**config.mk**
```make
export PLATFORM = sky130hd
export DESIGN_NAME = receive_path_control
export DESIGN_NICKNAME = d
export VERILOG_FILES = /design/src/rx_ctrl_pkg.sv /design/src/receive_path_control.sv
export SDC_FILE = /design/constraint.sdc
export NUM_CORES = 1
export LEC_CHECK = 0
export BUFFER_PORTS_ARGS = -buffer_cell sky130_fd_sc_hd__buf_4
export CORE_MARGIN = 2
export CORE_UTILIZATION = 43
export DETAILED_ROUTE_END_ITERATION = 10
export GPL_ROUTABILITY_DRIVEN = 0
export PLACE_DENSITY = 0.76
export SETUP_SLACK_MARGIN = 0.5
export SYNTH_ARGS = -nofsm -noshare
export SYNTH_HDL_FRONTEND = slang
export SYNTH_SLANG_ARGS = --single-unit
```
**constraint.sdc**
```tcl
create_clock -name SYS_CLK -period 1.2 [get_ports SYS_CLK]
set_input_delay 0.12 -clock SYS_CLK [delete_from_list [all_inputs] [get_ports SYS_CLK]]
set_output_delay 0.12 -clock SYS_CLK [all_outputs]
set_load 0.03 [all_outputs]
```
**src/rx_ctrl_pkg.sv**
```systemverilog
/*
 * Constants and carrier types for the per-channel receive path control
 * register. Assumes a byte-wide host parallel port on SYS_CLK.
 */
package rx_ctrl_pkg;

    localparam logic [7:0] RX_CTRL_OFFSET   = 8'h05;
    localparam logic [7:0] RX_CTRL_RESET    = 8'h00;
    localparam logic [7:0] RX_CTRL_WMASK    = 8'h3F;
    localparam int         DIG_DIS_BIT      = 5;
    localparam int         ANA_DIS_BIT      = 4;
    localparam int         EDGE_SEL_BIT     = 3;
    localparam int         MUTE_BIT         = 2;
    localparam int         MONITOR_BIT      = 1;
    localparam int         EQ_EN_BIT        = 0;

    typedef enum logic [1:0]
    {
        MODE_DS3  = 2'b00,
        MODE_STS1 = 2'b01,
        MODE_E3   = 2'b10
    } line_mode_e;

    typedef struct packed
    {
        logic pos;
        logic neg;
    } rail_s;

endpackage

```
**src/receive_path_control.sv**
```systemverilog
/*
 * Receive path control register of one line channel and the receive-side
 * controls it drives: detector enables, mute, monitor mode, equalizer and
 * recovered data launch edge.
 * Assumes host strobes, detector flags and recovered data are synchronous
 * to SYS_CLK; the recovered clock is an ordinary sampled input.
 */
// Behaviour
// - Bit 5 at 1 stops the digital signal-absent detector; 0 runs it.
// - Bit 4 at 1 stops the analog signal-absent detector; 0 runs it.
// - Detector disables act only in DS3 or STS-1 mode, never in E3.
// - Bit 3 at 0 launches recovered rail data on recovered clock rising edge.
// - Bit 2 at 1 holds both rails low while signal-absent defect declared.
// - Bit 1 monitor mode suppresses every signal-absent indication.
// - Bit 0 at 1 enables the receive equalizer; 0 bypasses it.
`timescale 1ns/1ns
module receive_path_control
(
    // Clock and reset
    input  wire logic                    SYS_CLK,
    input  wire logic                    NRST,
    // Host parallel port
    input  wire logic [7:0]              ADDR,
    input  wire logic                    WR_EN,
    input  wire logic                    RD_EN,
    input  wire logic [7:0]              WDATA,
    output logic      [7:0]              RDATA,
    // Channel mode
    input  wire rx_ctrl_pkg::line_mode_e LINE_MODE,
    // Detector raw flags
    input  wire logic                    DIG_ABSENT_RAW,
    input  wire logic                    ANA_ABSENT_RAW,
    // Recovered data path
    input  wire logic                    RECOVERED_CLOCK_OUTPUT,
    input  wire rx_ctrl_pkg::rail_s      RAIL_IN,
    output rx_ctrl_pkg::rail_s           RECOVERED_RAIL,
    // Receive section controls
    output logic                         DIG_DETECTOR_EN,
    output logic                         ANA_DETECTOR_EN,
    output logic                         EQUALIZER_EN,
    output logic                         MONITOR_MODE,
    output logic                         SIGNAL_ABSENT_DEFECT
);

    logic [5:0]         ctrl_q;
    logic               clk_s1_q;
    logic               clk_s2_q;
    logic               clk_prev_q;
    logic               los_en_mode;
    logic               dig_run;
    logic               ana_run;
    logic               defect_d;
    logic               launch;
    rx_ctrl_pkg::rail_s rail_d;

    // Register write; reserved bits never stored
    always_ff @(posedge SYS_CLK or negedge NRST)
    begin
        if (!NRST)
            ctrl_q <= rx_ctrl_pkg::RX_CTRL_RESET[5:0];
        else if (WR_EN && ADDR == rx_ctrl_pkg::RX_CTRL_OFFSET)
            ctrl_q <= WDATA[5:0] & rx_ctrl_pkg::RX_CTRL_WMASK[5:0];
    end

    // Readback; unmapped addresses read zero
    always_ff @(posedge SYS_CLK or negedge NRST)
    begin
        if (!NRST)
            RDATA <= 8'h00;
        else if (RD_EN && ADDR == rx_ctrl_pkg::RX_CTRL_OFFSET)
            RDATA <= {2'b00, ctrl_q};
        else
            RDATA <= 8'h00;
    end

    // Disables are ignored in E3, where detectors always run
    always_comb
    begin
        los_en_mode = (LINE_MODE != rx_ctrl_pkg::MODE_E3);
        dig_run     = !(los_en_mode && ctrl_q[rx_ctrl_pkg::DIG_DIS_BIT]);
        ana_run     = !(los_en_mode && ctrl_q[rx_ctrl_pkg::ANA_DIS_BIT]);
        defect_d    = !ctrl_q[rx_ctrl_pkg::MONITOR_BIT]
                      && ((dig_run && DIG_ABSENT_RAW)
                          || (ana_run && ANA_ABSENT_RAW));
    end

    // Control outputs
    always_ff @(posedge SYS_CLK or negedge NRST)
    begin
        if (!NRST)
        begin
            DIG_DETECTOR_EN      <= 1'b1;
            ANA_DETECTOR_EN      <= 1'b1;
            EQUALIZER_EN         <= 1'b0;
            MONITOR_MODE         <= 1'b0;
            SIGNAL_ABSENT_DEFECT <= 1'b0;
        end
        else
        begin
            DIG_DETECTOR_EN      <= dig_run;
            ANA_DETECTOR_EN      <= ana_run;
            EQUALIZER_EN         <= ctrl_q[rx_ctrl_pkg::EQ_EN_BIT];
            MONITOR_MODE         <= ctrl_q[rx_ctrl_pkg::MONITOR_BIT];
            SIGNAL_ABSENT_DEFECT <= defect_d;
        end
    end

    // Recovered clock comes from another domain: two-stage sync first
    always_ff @(posedge SYS_CLK or negedge NRST)
    begin
        if (!NRST)
        begin
            clk_s1_q   <= 1'b0;
            clk_s2_q   <= 1'b0;
            clk_prev_q <= 1'b0;
        end
        else
        begin
            clk_s1_q   <= RECOVERED_CLOCK_OUTPUT;
            clk_s2_q   <= clk_s1_q;
            clk_prev_q <= clk_s2_q;
        end
    end

    // Edge choice; sampled clock limits this model to slow rates
    always_comb
    begin
        if (ctrl_q[rx_ctrl_pkg::EDGE_SEL_BIT])
            launch = clk_prev_q && !clk_s2_q;
        else
            launch = !clk_prev_q && clk_s2_q;
        rail_d = RECOVERED_RAIL;
        if (ctrl_q[rx_ctrl_pkg::MUTE_BIT] && defect_d)
            rail_d = '0;
        else if (launch)
            rail_d = RAIL_IN;
    end

    always_ff @(posedge SYS_CLK or negedge NRST)
    begin
        if (!NRST)
            RECOVERED_RAIL <= '0;
        else
            RECOVERED_RAIL <= rail_d;
    end
endmodule

```
==> results of run 1 <==
==> kinds of logic (layout without fill, tap and decap cells) <==
logic type / count (synthesis) / count (layout) / share of synthesized area (%)
AO/OA/AOI/OAI: 6 / 6 / 4.862
buffers and inverters: 2 / 52 / 1.823
flip-flops: 22 / 22 / 67.17
multiplexers: 8 / 8 / 10.64
other: 1 / 2 / 0.4555
AND/OR/NAND/NOR: 15 / 15 / 15.05
==> where the power goes <==
group	leakage [uW]	total (uW)	internal, uW	switching, uW
Sequential	0.000284	800	777	23.4
Combinational	0.000379	270	154	116
Clock	0.0000279	557	338	220
Total	0.000691	1630	1270	359
==> state kept, by name, summed over array words and instances, names as in the netlist <==
signal                flops
RECOVERED_RAIL            2
SIGNAL_ABSENT_DEFECT      1
clk_s2_q                  1
ANA_DETECTOR_EN           1
clk_prev_q                1
RDATA                     6
EQUALIZER_EN              1
ctrl_q                    6
clk_s1_q                  1
MONITOR_MODE              1
DIG_DETECTOR_EN           1
==> stage by stage <==
| stage | area (um2) | setup slack, ps | power [uW] | hold WS [ps] |
|---|---|---|---|---|
| 2_1_floorplan | 835.8 | 186.8 | 901.3 | -175.6 |
| 3_3_place_gp | 1130 | 25.21 | 1008 | 14.19 |
| 3_5_place_dp | 1130 | -12.63 | 1015 | 16.72 |
| 4_1_cts | 1319 | 89.61 | 1616 | 27.25 |
| 5_1_grt | 1368 | 16.38 | 1688 | 20.47 |
| 6_report | 1368 | 61.05 | 1628 | 31.22 |
==> synthesized netlist by cell type <==
cell type | instances | share of area, %
nor4_4 | 1 | 2.6
nand3_4 | 1 | 2.1
nand2b_1 | 1 | 0.76
dfrtp_1 | 20 | 61
a21oi_1 | 3 | 1.8
buf_4 | 2 | 1.8
nor3b_1 | 1 | 0.91
mux2i_1 | 2 | 2.4
dfstp_2 | 2 | 6.4
nand2_1 | 2 | 0.91
o21ba_2 | 1 | 1.2
mux2_1 | 3 | 4.1
and4bb_2 | 1 | 1.5
mux2_2 | 3 | 4.1
a21boi_0 | 2 | 1.8
nor2b_1 | 1 | 0.76
and3_2 | 1 | 0.91
conb_1 | 1 | 0.46
and2_1 | 6 | 4.6
==> critical path: cells and delay by family (launching register included) <==
family	cells	cell delay, ps
AOI/OAI and AO/OA	2	230
DFF	1	400
and+or+nand+nor	1	160
muxes	1	240
==> how the worst max path moves through the flow <==
stage,from,endpoint,slack [ps]
2_1_floorplan,clk_s2_q,RECOVERED_RAIL[0],190
3_5_place_dp,ADDR[5],ctrl_q[3],-10
5_1_grt,clk_prev_q,RECOVERED_RAIL[0],20
3_3_place_gp,ADDR[5],ctrl_q[3],30
4_1_cts,clk_s2_q,RECOVERED_RAIL[0],90
6_report,clk_s2_q,RECOVERED_RAIL[0],60
==> routing by layer <==
layer | GRT usage [%] | wire, um | up-vias
li1 | - | - | 280
met1 | 18.34 | 651 | 292
met2 | 29.87 | 992 | 26
met3 | 3.774 | 84 | 4
met4 | 12.97 | 47 | 0
met5 | 0 | 0 | -
==> area by class of cell <==
cell class / instances / area (um2) / area share [%]
repair buffers: 48 / 432.9 / 31.66
flip-flops and latches: 22 / 553.0 / 40.44
well taps: 25 / 31.28 / 2.287
multi-input cells: 31 / 297.8 / 21.77
clock buffers: 3 / 22.52 / 1.647
clock inverters: 1 / 30.03 / 2.196
==> layout by cell type (no fill, tap or decap) <==
cell and n:
a21oi_1 2, nor4_4 1, nor2b_1 1, a21boi_2 2
mux2_2 3, mux2i_1 2, dfstp_2 2, conb_1 2
and2_1 4, nand2b_1 1, bufinv_16 1, and3_4 1
dfrtp_1 20, nand2_1 2, o21ba_4 1, buf_6 18
a21oi_2 1, and4bb_2 1, mux2_4 2, buf_4 28
clkbuf_4 3, mux2_1 1, nor3b_2 1, dlygate4sd3_1 2
and2_4 2, nand3_4 1
==> what timing repair did <==
action | 4_1_cts | 5_1_grt
hold endpoints to repair | 23 | 0
hold buffers | 2 | 0
gates resized for setup | 19 | 7
cloned | 0 | 0
buffers inserted | 6 | 3
pin swaps | 1 | 2
endpoints found under the setup margin | 28 | 26
==> results.toml, run 1 <==
[sta]
timing.setup.tns_ps = 0
finClkSkew_ps = 1.037
final-hold-violation-count = 0
rsz0062_at_grt = "true"
setup_viol = 0
min_period_over_period_pct = 94.91
min_period_ps = 1139
fmax_mhz = 878.0
final-max-slew-violation-count = 0

[floorplanning]
io_pins = 42
dieArea_um2 = 2281
start_util_pct = 46.67
fp.dieH_um = 47.76
die_w_um = 47.76
core_area_um2 = 1764
rows = 15

[grt]
antenna_found_initial = 0
grtUsageTotal_pct = 17.35
grt_pass1_vias = 606
overflow = 0
grt_max_degree = 23
grt_pass1_wl_um = 2546

[place]
placed_cells = 115
portBuffers = 37
dp_hpwl_um = 1147

[flow_run]
drv_cap = 0

[worst_hold_path]
min_to = "ctrl_q[3]"
min_path_type = "primary input to flop"
hold_depth = 2
min_from = "WDATA[3]"

[drt]
drtPass1Iterations = 2
drc = 0
ant_nets = 0
vias_per_cell = 4.631
drt_iter0_drc = 1
wire_per_inst_um = 13.66
vias = 602
finalWirelength_um = 1776

[cells_and_area]
drive_gt1_share_pct = 64.76
nets = 133
fill_cells = 130
instances_no_fill = 130
diodes = 0
fin_util_pct = 77.52
area_growth_pct = 66.11

[power]
max-vdd-ir-drop_v = 0.0007614
p_leak_uw = 0.0006912
power_density_nw_per_um2 = 1190

[outcome]
status = "completed"

[setup_path]
cp_max_fo = 3
worstReg2RegEnd = "RECOVERED_RAIL[0]"
required_ps = 1400
cp.arrival_ps = 1340
critPathMaxStageDelay_ps = 400
critical_path_class = "flop to flop"
crit_slowest_cell = "dfrtp_1"
cp_cell_sequence = "nor3b_2 > a21oi_2 > mux2i_1 > a21oi_1"
r2r_cells = 4
timing.rr.start = "clk_s2_q"
reg2reg_slack_ps = 60
end_kind = "flop"
start_kind = "flop"

[logic_synthesis]
synthesis.area_um2 = 823.3
syn_avg_cell_area_um2 = 15.25
ys_seq_area_share_pct = 67.17
yosys_warnings = 0
ys_types = 19
ys_ff_latch = 22
syn_inst = 54

[clock_network]
clockRootBuffer = "clkbuf_4"
clk_path_buf_depth = 2
clk_latency_ps = 300
h-tree-depth = 1
cts_buffers = 3
cts_sinks = 22
clkSlewWorstSetupHoldPaths_ps = 120
cts_tree = "built"
(Power assumes the default switching activity.)
==> run 2: changes to the inputs <==
CORE_MARGIN = 1   (was 2)
CORE_UTILIZATION = 35   (was 43)
PLACE_DENSITY = not set   (was 0.76)
==> run 2 against run 1 <==
Net effect: clock skew is 5.5 ps higher; register-to-register slack improved by 50 ps; combinational power is 6% lower; clock-buffer cell count up 1; sequential cell count did not move; die area rose by 12%; final cell count is the same; worst setup slack gained 48 ps; via count shrank 4.3%; critical endpoint unchanged; largest power group unchanged.
==> results.toml, run 2 (same netlist as run 1, synthesis figures left out) <==
[clock_network]
clk_path_buf_depth = 2
clk_latency_ps = 290
clockRootBuffer = "clkbuf_4"
cts_sinks = 22
clkSlewWorstSetupHoldPaths_ps = 120
h-tree-depth = 1
cts_buffers = 3
cts_tree = "built"

[setup_path]
end_kind = "flop"
r2r_cells = 4
start_kind = "flop"
required_ps = 1390
cp_cell_sequence = "nor3b_2 > a21oi_2 > mux2i_1 > a21oi_1"
cp_max_fo = 3
crit_slowest_cell = "dfrtp_1"
worst-path-buf-inv = 0
reg2reg_slack_ps = 110
critical_path_class = "flop to flop"
cp.arrival_ps = 1290
critical_path.top_delay_family = "flip-flops"
cp_num_cells = 4
critPathMaxStageDelay_ps = 400

[grt]
antenna_found_initial = 0
grtUsageTotal_pct = 13.40
grt_max_degree = 23
grt_pass1_wl_um = 2490
overflow = 0
grt_pass1_vias = 608

[drt]
ant_nets = 0
drt_iter0_drc = 0
drtPass1Iterations = 1
vias_per_cell = 4.431
vias = 576
finalWirelength_um = 1640
wire_per_inst_um = 12.62
drc = 0

[sta]
setup_viol = 0
final-hold-violation-count = 0
min_period_over_period_pct = 90.90
rsz0062_at_grt = "true"
finClkSkew_ps = 6.558
min_period_ps = 1091
timing.setup.tns_ps = 0
setup_slack_ps = 109.2
fmax_mhz = 916.8
final-max-slew-violation-count = 0
timing.hold.ws_ps = 45.20

[place]
placed_cells = 118
portBuffers = 37
place_ws_ps = -7.371

[worst_hold_path]
min_path_type = "primary input to flop"
hold_depth = 2

[floorplanning]
io_pins = 42
fp.dieH_um = 50.50
rows = 17
die_w_um = 50.50
start_util_pct = 37.22
core_area_um2 = 2212
dieArea_um2 = 2550

[cells_and_area]
drive_gt1_share_pct = 60.78
mostFrequentLayoutCells = "buf_4 (25), dfrtp_1 (20), buf_6 (18)"
fin_util_pct = 59.50
area_growth_pct = 59.88
largestRegisters = "RDATA x6, ctrl_q x6, RECOVERED_RAIL x2"
nets = 130
layout_commonest_cell = "buf_4"
instances_no_fill = 130
diodes = 0

[outcome]
status = "completed"

[power]
max-vdd-ir-drop_v = 0.0006106
p_leak_uw = 0.0006612
power_density_nw_per_um2 = 1058

[flow_run]
drv_cap = 0
[run 2: cell types whose count changed in the layout (fill, tap and decap cells not counted)]
cell,change
a21boi_1,+1
buf_4,-3
bufinv_16,-1
and2_1,+1
a21boi_2,-1
clkbuf_1,+1
and2_4,-1
[run 2: path summary, 6_finish.rpt]
kind                                from                end
worst max register to register  clk_s2_q  RECOVERED_RAIL[0]
worst min-delay path            WDATA[0]          ctrl_q[0]
worst min register to register  clk_s1_q           clk_s2_q
min in group asynchronous           NRST         clk_prev_q
worst max-delay path            clk_s2_q  RECOVERED_RAIL[0]
max in group asynchronous           NRST    DIG_DETECTOR_EN
[run 2: per-layer routing]
metal	track usage, %	vias to the layer above	wire (um)
met4	4.630	0	4
met2	24.22	26	874
met3	3.636	2	89
met1	14.99	271	672
met5	0	-	0
li1	-	277	-
[run 2: worst reg2reg max path: stages (launching register included)]
cell     delay (ps)
dfrtp_1         400
nor3b_2         160
a21oi_2         160
mux2i_1         210
a21oi_1          60
[run 2: final cells by class]
| class | instances | area [um2] |
|---|---|---|
| Tap cell | 28 | 35.03 |
| Clock buffer | 4 | 26.28 |
| Sequential cell | 22 | 553.0 |
| Multi-Input combinational cell | 31 | 291.5 |
| Fill cell | 186 | 895.9 |
| Timing Repair Buffer | 45 | 410.4 |
[run 2: timing repair]
action | CTS | global route
buffers inserted | 3 | 3
endpoints found under the setup margin | 28 | 28
hold buffers | 2 | 0
endpoints found under the hold margin | 23 | 0
pin swaps | 1 | 4
resized for setup | 20 | 4
[run 2: power by group]
group	leakage, uW	internal, uW	switching, uW
clock	0.0000150	129	208
combinational	0.000362	142	113
sequential	0.000284	777	23.6
total	0.000661	1050	345
[run 2: metrics by stage]
stage,power (uW),area [um2]
after floorplan,901.3,835.8
after global placement,1010,1134
after detailed placement,1016,1134
after CTS,1383,1277
after global routing,1464,1316
final,1393,1316
